$ cat config.mk
export PLATFORM = sky130hd
export DESIGN_NAME = sere_read_engine
export DESIGN_NICKNAME = d
export VERILOG_FILES = /design/src/sere_pkg.sv /design/src/sere_fifo_if.sv /design/src/sere_fifo.sv /design/src/sere_read_engine.sv
export VERILOG_INCLUDE_DIRS = /design/src /design/src/src
export SDC_FILE = /design/constraint.sdc
export NUM_CORES = 1
export LEC_CHECK = 0
export ABC_AREA = 1
export ABC_CLOCK_PERIOD_IN_PS = 2900
export BUFFER_PORTS_ARGS = -buffer_cell sky130_fd_sc_hd__buf_4
export CORE_MARGIN = 1.5
export CORE_UTILIZATION = 50
export CTS_BUF_LIST = sky130_fd_sc_hd__clkbuf_8
export DETAILED_ROUTE_END_ITERATION = 10
export PLACE_DENSITY_LB_ADDON = 0.1
export SYNTH_ARGS = -nofsm -noshare
export SYNTH_HDL_FRONTEND = slang
export SYNTH_SLANG_ARGS = --single-unit
$ cat constraint.sdc
create_clock -name core_clk -period 2.9 [get_ports core_clk]
set_clock_uncertainty 0.05 [all_clocks]
set_input_delay 0.58 -clock core_clk [delete_from_list [all_inputs] [get_ports core_clk]]
set_output_delay 0.58 -clock core_clk [all_outputs]
set_load 0.05 [all_outputs]
$ cat src/sere_map.svh
/*
 Constants of the serial EEPROM read engine: command byte layout,
 bus timing and buffer sizes. Included by bare name; no code here.
*/
`ifndef SERE_MAP_SVH
`define SERE_MAP_SVH

// Device type code in the upper nibble of every command byte.
`define SERE_DEV_CODE 4'hA
`define SERE_DEV_MSB 7
`define SERE_DEV_LSB 4
// Position of the read/write select bit in a command byte.
`define SERE_RW_BIT 0
// Lowest command bit carrying upper address bits.
`define SERE_HI_LSB 1
`define SERE_BITS_PER_BYTE 4'h8
`define SERE_LAST_TX_BIT 4'h7
`define SERE_ADDR_W_DEFAULT 11
`define SERE_FIFO_DEPTH 4
`define SERE_CLK_MHZ 40
`define SERE_SPIKE_MIN_NS 50
`define SERE_SPIKE_MAX_NS 100
// Least time rounds up to whole clock cycles.
`define SERE_SPIKE_CYC ((`SERE_SPIKE_MIN_NS * `SERE_CLK_MHZ + 999) / 1000)
`define SERE_IDLE_BYTE 8'hFF

`endif

$ cat src/sere_pkg.sv
/*
 Types shared by the serial EEPROM read engine.
 Assumes nothing of its surroundings.
*/
`default_nettype none

package sere_pkg;

	typedef enum logic [2:0] {
		SERE_IDLE = 3'h0,
		SERE_CMD = 3'h1,
		SERE_CMD_ACK = 3'h3,
		SERE_TX = 3'h2,
		SERE_TX_ACK = 3'h6,
		SERE_ADDR = 3'h7,
		SERE_ADDR_ACK = 3'h5,
		SERE_WAIT = 3'h4
	} sere_state_type;

endpackage

`default_nettype wire

$ cat src/sere_fifo_if.sv
/*
 Channel between the read engine and its prefetch FIFO.
 Assumes both ends run on the same clock.
*/
`timescale 1ns/1ps
`default_nettype none

interface sere_fifo_if #(
	parameter int W = 8
);
	logic wr_valid;
	logic wr_ready;
	logic [W-1:0] wr_data;
	logic rd_valid;
	logic rd_ready;
	logic [W-1:0] rd_data;
	logic flush;

	modport fifo (
		input wr_valid,
		input wr_data,
		input rd_ready,
		input flush,
		output wr_ready,
		output rd_valid,
		output rd_data
	);

	modport user (
		output wr_valid,
		output wr_data,
		output rd_ready,
		output flush,
		input wr_ready,
		input rd_valid,
		input rd_data
	);
endinterface // sere_fifo_if

`default_nettype wire

$ cat src/sere_fifo.sv
/*
 Small synchronous FIFO with valid/ready on both sides and a flush.
 Assumes DEPTH is a power of two and a single clock domain.
*/
`timescale 1ns/1ps
`default_nettype none

module sere_fifo #(
	parameter int W = 8,
	parameter int DEPTH = 4
) (
	input wire logic clk,
	input wire logic rst_n,
	sere_fifo_if.fifo port
);
	localparam int AW = $clog2(DEPTH);

	logic [W-1:0] mem_reg [DEPTH];
	logic [AW:0] wr_ptr_reg;
	logic [AW:0] rd_ptr_reg;
	logic full;
	logic empty;
	logic do_wr;
	logic do_rd;

	assign empty = (wr_ptr_reg == rd_ptr_reg);
	assign full = (wr_ptr_reg[AW] != rd_ptr_reg[AW]) &&
		(wr_ptr_reg[AW-1:0] == rd_ptr_reg[AW-1:0]);
	assign port.wr_ready = !full;
	assign port.rd_valid = !empty;
	assign port.rd_data = mem_reg[rd_ptr_reg[AW-1:0]];
	assign do_wr = port.wr_valid && !full;
	assign do_rd = port.rd_ready && !empty;

	always_ff @(posedge clk) begin
		if (do_wr) begin
			mem_reg[wr_ptr_reg[AW-1:0]] <= port.wr_data;
		end
	end

	// Flush wins over a push or pop in the same cycle.
	always_ff @(posedge clk) begin
		if (!rst_n || port.flush) begin
			wr_ptr_reg <= '0;
			rd_ptr_reg <= '0;
		end else begin
			if (do_wr) begin
				wr_ptr_reg <= wr_ptr_reg + 1'b1;
			end
			if (do_rd) begin
				rd_ptr_reg <= rd_ptr_reg + 1'b1;
			end
		end
	end
endmodule // sere_fifo

`default_nettype wire

$ cat src/sere_read_engine.sv
/*
 Read engine of a two-wire serial EEPROM target: command decode,
 address setting, current-address and sequential reads, prefetch FIFO.
 Assumes a byte-wide memory outside with one-cycle registered read,
 and an open-drain SDA resolved by the surroundings.
*/
// What this block does
// After acknowledging a read command it shifts one stored byte out over the next eight SCL pulses and advances the address counter.
// It acknowledges a matching read command byte by pulling SDA low during the ninth clock.
// A read may start with START and the read command byte alone, without any address phase.
// A current-address read takes its data from the address the counter already holds.
// The master asks for further bytes by pulling SDA low on the ninth clock of each data byte.
// When the master acknowledges a data byte the next byte follows with no new command.
// The address counter grows by exactly one for each byte transmitted.
// Past the highest location the counter wraps to address zero and reading goes on.
// The master ends a read by leaving SDA released on the last ninth clock and then sending STOP.
// Pulses on SDA and SCL shorter than the spike window of 50 to 100 ns are ignored.
// Bit zero of a command byte selects read when one and write or address setting when zero.
// Every byte takes nine SCL pulses: eight data bits MSB first and one acknowledge bit.
// A STOP after a data byte returns the engine to standby.
// A random read loads the counter by a write command and address byte, then a repeated START and read command.
// Without an acknowledge from the master SDA is released and the engine stays passive until the next START.
// The counter is ten bits wide for 1024 bytes and eleven bits for 2048 bytes.
`timescale 1ns/1ps
`default_nettype none
`include "sere_map.svh"

module sere_read_engine #(
	parameter int ADDR_W = `SERE_ADDR_W_DEFAULT,
	parameter int FIFO_DEPTH = `SERE_FIFO_DEPTH
) (
	input wire logic core_clk,
	input wire logic rst_n,
	input wire logic scl_i,
	input wire logic sda_i,
	output logic sda_o,
	output logic sda_oe,
	output logic mem_rd,
	output logic [ADDR_W-1:0] mem_addr,
	input wire logic [7:0] mem_rdata,
	output logic busy
);
	localparam int HI_W = ADDR_W - 8;
	localparam logic [2:0] FILT_CYC = 3'(`SERE_SPIKE_CYC);

	sere_pkg::sere_state_type state_reg;
	logic [1:0] scl_sync_reg;
	logic [1:0] sda_sync_reg;
	logic [1:0] raw;
	logic [1:0] filt_reg;
	logic [2:0] filt_cnt_reg [2];
	logic scl_d_reg;
	logic sda_d_reg;
	logic scl_rise;
	logic scl_fall;
	logic start_cond;
	logic stop_cond;
	logic [3:0] bit_cnt_reg;
	logic [7:0] rx_shift_reg;
	logic [7:0] tx_shift_reg;
	logic is_read_reg;
	logic ack_seen_reg;
	logic [HI_W-1:0] hi_reg;
	logic [ADDR_W-1:0] addr_cnt_reg;
	logic [ADDR_W-1:0] fetch_addr_reg;
	logic [ADDR_W-1:0] addr_load_val;
	logic rd_pend_reg;
	logic rsp_valid_reg;
	logic rx_done;
	logic cmd_match;
	logic load_addr;
	logic pop_byte;
	logic flush;
	logic [7:0] next_byte;

	sere_fifo_if #(.W(8)) fifo_ch ();

	sere_fifo #(
		.W(8),
		.DEPTH(FIFO_DEPTH)
	) u_fifo (
		.clk(core_clk),
		.rst_n(rst_n),
		.port(fifo_ch.fifo)
	);

	// Both bus lines are asynchronous to core_clk.
	always_ff @(posedge core_clk) begin
		if (!rst_n) begin
			scl_sync_reg <= 2'h3;
			sda_sync_reg <= 2'h3;
		end else begin
			scl_sync_reg <= {scl_sync_reg[0], scl_i};
			sda_sync_reg <= {sda_sync_reg[0], sda_i};
		end
	end

	assign raw = {scl_sync_reg[1], sda_sync_reg[1]};

	// A level is accepted only after it differs for FILT_CYC+1 samples,
	// so 50 ns pulses die and anything from about 75 ns on passes.
	always_ff @(posedge core_clk) begin
		if (!rst_n) begin
			filt_reg <= 2'h3;
			filt_cnt_reg[0] <= 3'h0;
			filt_cnt_reg[1] <= 3'h0;
		end else begin
			for (int i = 0; i < 2; i++) begin
				if (raw[i] == filt_reg[i]) begin
					filt_cnt_reg[i] <= 3'h0;
				end else if (filt_cnt_reg[i] == FILT_CYC) begin
					filt_reg[i] <= raw[i];
					filt_cnt_reg[i] <= 3'h0;
				end else begin
					filt_cnt_reg[i] <= filt_cnt_reg[i] + 3'h1;
				end
			end
		end
	end

	always_ff @(posedge core_clk) begin
		if (!rst_n) begin
			scl_d_reg <= 1'b1;
			sda_d_reg <= 1'b1;
		end else begin
			scl_d_reg <= filt_reg[1];
			sda_d_reg <= filt_reg[0];
		end
	end

	assign scl_rise = filt_reg[1] && !scl_d_reg;
	assign scl_fall = !filt_reg[1] && scl_d_reg;
	assign start_cond = filt_reg[1] && scl_d_reg && sda_d_reg && !filt_reg[0];
	assign stop_cond = filt_reg[1] && scl_d_reg && !sda_d_reg && filt_reg[0];

	assign rx_done = scl_fall && (bit_cnt_reg == `SERE_BITS_PER_BYTE) &&
		(state_reg == sere_pkg::SERE_CMD || state_reg == sere_pkg::SERE_ADDR);
	assign cmd_match =
		(rx_shift_reg[`SERE_DEV_MSB:`SERE_DEV_LSB] == `SERE_DEV_CODE);
	assign load_addr = rx_done && (state_reg == sere_pkg::SERE_ADDR) &&
		!start_cond && !stop_cond;
	assign pop_byte = scl_fall && !start_cond && !stop_cond &&
		((state_reg == sere_pkg::SERE_CMD_ACK && is_read_reg) ||
		(state_reg == sere_pkg::SERE_TX_ACK && ack_seen_reg));
	assign flush = start_cond || load_addr;
	assign addr_load_val = {hi_reg, rx_shift_reg};
	// An empty buffer sends all ones, which looks like a released line.
	assign next_byte = fifo_ch.rd_valid ? fifo_ch.rd_data : `SERE_IDLE_BYTE;

	assign fifo_ch.rd_ready = pop_byte;
	assign fifo_ch.flush = flush;
	assign fifo_ch.wr_valid = rsp_valid_reg && !flush;
	assign fifo_ch.wr_data = mem_rdata;

	// Bus protocol. STOP outranks START, which outranks any bit event.
	always_ff @(posedge core_clk) begin
		if (!rst_n) begin
			state_reg <= sere_pkg::SERE_IDLE;
			bit_cnt_reg <= 4'h0;
			rx_shift_reg <= 8'h00;
			tx_shift_reg <= 8'hFF;
			is_read_reg <= 1'b0;
			ack_seen_reg <= 1'b0;
			sda_oe <= 1'b0;
		end else if (stop_cond) begin
			state_reg <= sere_pkg::SERE_IDLE;
			sda_oe <= 1'b0;
		end else if (start_cond) begin
			state_reg <= sere_pkg::SERE_CMD;
			bit_cnt_reg <= 4'h0;
			sda_oe <= 1'b0;
		end else begin
			unique case (state_reg)
				sere_pkg::SERE_IDLE, sere_pkg::SERE_WAIT: begin
				end
				sere_pkg::SERE_CMD, sere_pkg::SERE_ADDR: begin
					if (scl_rise && bit_cnt_reg != `SERE_BITS_PER_BYTE) begin
						rx_shift_reg <= {rx_shift_reg[6:0], filt_reg[0]};
						bit_cnt_reg <= bit_cnt_reg + 4'h1;
					end else if (rx_done) begin
						bit_cnt_reg <= 4'h0;
						if (state_reg == sere_pkg::SERE_ADDR) begin
							sda_oe <= 1'b1;
							state_reg <= sere_pkg::SERE_ADDR_ACK;
						end else if (cmd_match) begin
							sda_oe <= 1'b1;
							is_read_reg <= rx_shift_reg[`SERE_RW_BIT];
							state_reg <= sere_pkg::SERE_CMD_ACK;
						end else begin
							state_reg <= sere_pkg::SERE_WAIT;
						end
					end
				end
				sere_pkg::SERE_CMD_ACK: begin
					if (scl_fall) begin
						if (is_read_reg) begin
							tx_shift_reg <= next_byte;
							sda_oe <= !next_byte[7];
							state_reg <= sere_pkg::SERE_TX;
						end else begin
							sda_oe <= 1'b0;
							state_reg <= sere_pkg::SERE_ADDR;
						end
					end
				end
				sere_pkg::SERE_ADDR_ACK: begin
					if (scl_fall) begin
						sda_oe <= 1'b0;
						state_reg <= sere_pkg::SERE_WAIT;
					end
				end
				sere_pkg::SERE_TX: begin
					if (scl_fall) begin
						if (bit_cnt_reg == `SERE_LAST_TX_BIT) begin
							sda_oe <= 1'b0;
							bit_cnt_reg <= 4'h0;
							state_reg <= sere_pkg::SERE_TX_ACK;
						end else begin
							sda_oe <= !tx_shift_reg[6];
							tx_shift_reg <= {tx_shift_reg[6:0], 1'b1};
							bit_cnt_reg <= bit_cnt_reg + 4'h1;
						end
					end
				end
				sere_pkg::SERE_TX_ACK: begin
					if (scl_rise) begin
						ack_seen_reg <= !filt_reg[0];
					end else if (scl_fall) begin
						if (ack_seen_reg) begin
							tx_shift_reg <= next_byte;
							sda_oe <= !next_byte[7];
							state_reg <= sere_pkg::SERE_TX;
						end else begin
							state_reg <= sere_pkg::SERE_WAIT;
						end
					end
				end
			endcase
		end
	end

	// Address counter; its width sets the wrap point.
	always_ff @(posedge core_clk) begin
		if (!rst_n) begin
			addr_cnt_reg <= '0;
			hi_reg <= '0;
		end else begin
			if (rx_done && state_reg == sere_pkg::SERE_CMD && cmd_match &&
				!rx_shift_reg[`SERE_RW_BIT] && !start_cond && !stop_cond) begin
				hi_reg <= rx_shift_reg[HI_W:`SERE_HI_LSB];
			end
			if (load_addr) begin
				addr_cnt_reg <= addr_load_val;
			end else if (pop_byte) begin
				addr_cnt_reg <= addr_cnt_reg + 1'b1;
			end
		end
	end

	// Prefetch runs ahead of the counter. Any START or address load
	// discards it, so a read always resumes at the counter.
	always_ff @(posedge core_clk) begin
		if (!rst_n) begin
			fetch_addr_reg <= '0;
			mem_addr <= '0;
			mem_rd <= 1'b0;
			rd_pend_reg <= 1'b0;
			rsp_valid_reg <= 1'b0;
		end else if (flush) begin
			fetch_addr_reg <= load_addr ? addr_load_val : addr_cnt_reg;
			mem_rd <= 1'b0;
			rd_pend_reg <= 1'b0;
			rsp_valid_reg <= 1'b0;
		end else begin
			rsp_valid_reg <= mem_rd;
			mem_rd <= 1'b0;
			if (rsp_valid_reg) begin
				rd_pend_reg <= 1'b0;
			end else if (!rd_pend_reg && fifo_ch.wr_ready) begin
				mem_addr <= fetch_addr_reg;
				mem_rd <= 1'b1;
				rd_pend_reg <= 1'b1;
				fetch_addr_reg <= fetch_addr_reg + 1'b1;
			end
		end
	end

	// The line is only ever pulled low; the driven level stays zero.
	always_ff @(posedge core_clk) begin
		if (!rst_n) begin
			sda_o <= 1'b0;
			busy <= 1'b0;
		end else begin
			sda_o <= 1'b0;
			busy <= (state_reg != sere_pkg::SERE_IDLE);
		end
	end
endmodule // sere_read_engine

`default_nettype wire

==> results.json <==
{
  "status": "finished clean",
  "initialDrtViolationCount": 325,
  "cts_buffers": 17,
  "antenna_left": 0,
  "rr_startpoint": "state_reg[0]",
  "core_um2": 11500,
  "grt-ovfl-total": 0,
  "setup_viol_count_final": 0,
  "routed_wl_mm": 13.1,
  "ios": 27,
  "ys_types": 39,
  "rsz0062_at_grt": "no",
  "grt_pass1_vias": 4613,
  "post_drt_wl_per_cell_um": 13.6,
  "hold_viol": 0,
  "crit_family": "simple AND/OR/NAND/NOR gates",
  "period_needed_ps": 2240,
  "cts_buffer_depth": 2,
  "max_cap_violations": 0,
  "grt_antenna_before_repair": 0,
  "critPathKind": "reg2reg",
  "htreeDepth": 4,
  "syn_area_um2": 5920,
  "worst-path-buf-inv": 3,
  "initial_core_util_pct": 51.6,
  "netlist_instances": 781,
  "ys.warnings.count": 0,
  "min_path_type": "in2reg",
  "p_leak_nw": 2.86,
  "worstRegToRegCells": 10,
  "grt_max_degree": 50,
  "worstSkewPairLatency_ps": 440,
  "critPathRequiredTime_ps": 3190,
  "cts_tree": "done",
  "hp-start": "scl_i",
  "end_kind": "register",
  "avgSynthCellArea_um2": 7.58,
  "async_flop_share_pct": 0,
  "syn2layout_area_growth_pct": 10.8,
  "fin_nets": 836,
  "cp.depth": 10,
  "n_antenna_cell": 0,
  "r2r_end": "fetch_addr_reg[0]",
  "clock-root-buffer": "clkbuf_8",
  "cts_resized": 0,
  "fmax_ghz": 0.446,
  "p_per_area_nw_per_um2": 632,
  "fillCellCount": 1093,
  "vdd_drop_max_uv": 482,
  "vias": 4960,
  "die_x_um": 112,
  "crit_chain": "nand3_2 > clkinv_2 > nand3_2 > nand2_2 > buf_4 > inv_2 > nand2_1 > o21ai_0 > nor2_1 > nor2_1",
  "drc": 0,
  "slew_violations": 0,
  "critPathSlowestCell": "dfxtp_1",
  "portBuffers": 25,
  "dp_hpwl_mm": 9.75,
  "worstSetupStartpoint": "state_reg[0]",
  "place.gp.congestion": 0.898,
  "worstSetupEndpoint": "fetch_addr_reg[0]",
  "ys_ff_latch": 119,
  "cts_num_sinks": 119,
  "final_core_util_pct": 57.2,
  "cts-hold-fix-buffers": 0,
  "cp.arrival_ps": 2530,
  "firstDrtPassIters": 5,
  "post-cts-setup-buffers": 0,
  "grt_usage_pct": 22.1,
  "die_area_um2": 12500,
  "final_layout_size_suffix_gt1_share_pct": 12.1,
  "synth_flop_cell": "dfxtp_1",
  "worst_setup_path_start_kind": "register",
  "via_per_inst": 5.13,
  "num_rows": 39,
  "synth_edf_count": 38,
  "dieHeight_um": 112,
  "synth-seq-area-share_pct": 46.7,
  "reg2reg_setup_slack_ps": 660,
  "post-route-period-util_pct": 77.4,
  "crit_path_max_incr_delay_ps": 540,
  "worst_setup_hold_path_clk_slew_ps": 80,
  "path_max_fanout": 20,
  "largest_register_ff_count": 32,
  "setup_tns_ps": 0,
  "relSlewSlack_pct": 61.1,
  "grt_pass1_wl_mm": 21.7,
  "worst_pin_slew_ps": 581
}
[routing by layer]
metal	vias up	GRT usage, %	wire, um	share of wire [%]
met5	-	0	0	0
met4	0	9.37	257	2.0
met3	25	5.44	548	4.2
met2	96	36.3	6280	48
met1	2265	27.8	6060	46
li1	2574	-	-	-
[cells by family after synthesis]
family	Yosys count	synth area share, %
fa+ha+maj	13	2.75
buf+inv	113	8.59
xor+xnor	15	2.22
flops	119	46.7
simple gates	413	29.9
other cells	2	0.127
compound gates	106	9.71
[cell type report]
cell class	count	area [um^2]	share of cell area [%]
inverter	88	337	5.13
tap	143	179	2.73
timing repair buffer	31	233	3.55
clock buffer	17	234	3.57
clock inverter	15	145	2.21
multi-input combinational	554	2670	40.7
sequential	119	2760	42.1
[metrics by stage]
step | worst slack [ps] | hold WS (ps) | instances | total power [mW] | area (um^2)
floorplan | 804 | 343 | 786 | 2.57 | 5940
global placement | 736 | 357 | 935 | 2.74 | 6180
detailed placement | 671 | 360 | 935 | 2.75 | 6180
CTS | 661 | 247 | 967 | 4.18 | 6560
global route | 388 | 252 | 967 | 4.37 | 6560
finish | 657 | 278 | 967 | 4.14 | 6560
[layout by cell type, fill, tap and decap left out, types with 2 or more instances in the layout]
cell type  count
nand2_1      176
nor2_1       125
dfxtp_1       81
inv_1         78
nand3_1       74
o21ai_0       44
a21oi_1       42
edfxtp_1      38
buf_4         31
clkbuf_8      17
ha_1          13
xor2_1        10
nor3_1         9
nand2_2        9
inv_2          8
conb_1         7
a31oi_1        6
inv_6          6
xnor2_1        5
clkinv_4       5
or2_2          4
nor2_4         4
nand4_1        3
o21ai_2        3
nor2_2         3
o21ai_1        2
o211ai_1       2
and2_1         2
a21oi_2        2
o21bai_1       2
nand3_2        2
clkinv_2       2
[worst min-delay path by stage]
stage                     cells past startpoint  slack (ps)               to
final                                         2         280  scl_sync_reg[0]
after CTS                                     2         250  scl_sync_reg[0]
after detailed placement                      1         360  sda_sync_reg[1]
after global routing                          2         250  scl_sync_reg[0]
after global placement                        1         360  sda_sync_reg[1]
after floorplan                               1         340  scl_sync_reg[1]
[synth_stat cells, types with 9 or more instances]
cell type,count,area (um^2)
xor2_1,10,87.6
edfxtp_1,38,1140
inv_1,78,293
nand2_2,9,56.3
a21oi_1,42,210
nand3_1,74,370
nor3_1,9,45.0
o21ai_0,44,220
dfxtp_1,81,1620
nor2_1,125,469
nand2_1,176,661
clkbuf_1,10,37.5
ha_1,13,163
[power by group]
| group | total (mW) | internal (mW) | switching, mW | leakage (nW) |
|---|---|---|---|---|
| clock | 1.43 | 0.695 | 0.736 | 0.191 |
| sequential | 1.95 | 1.84 | 0.110 | 1.01 |
| combinational | 0.762 | 0.238 | 0.524 | 1.65 |
No activity file was read; power rests on OpenSTA's default activity.
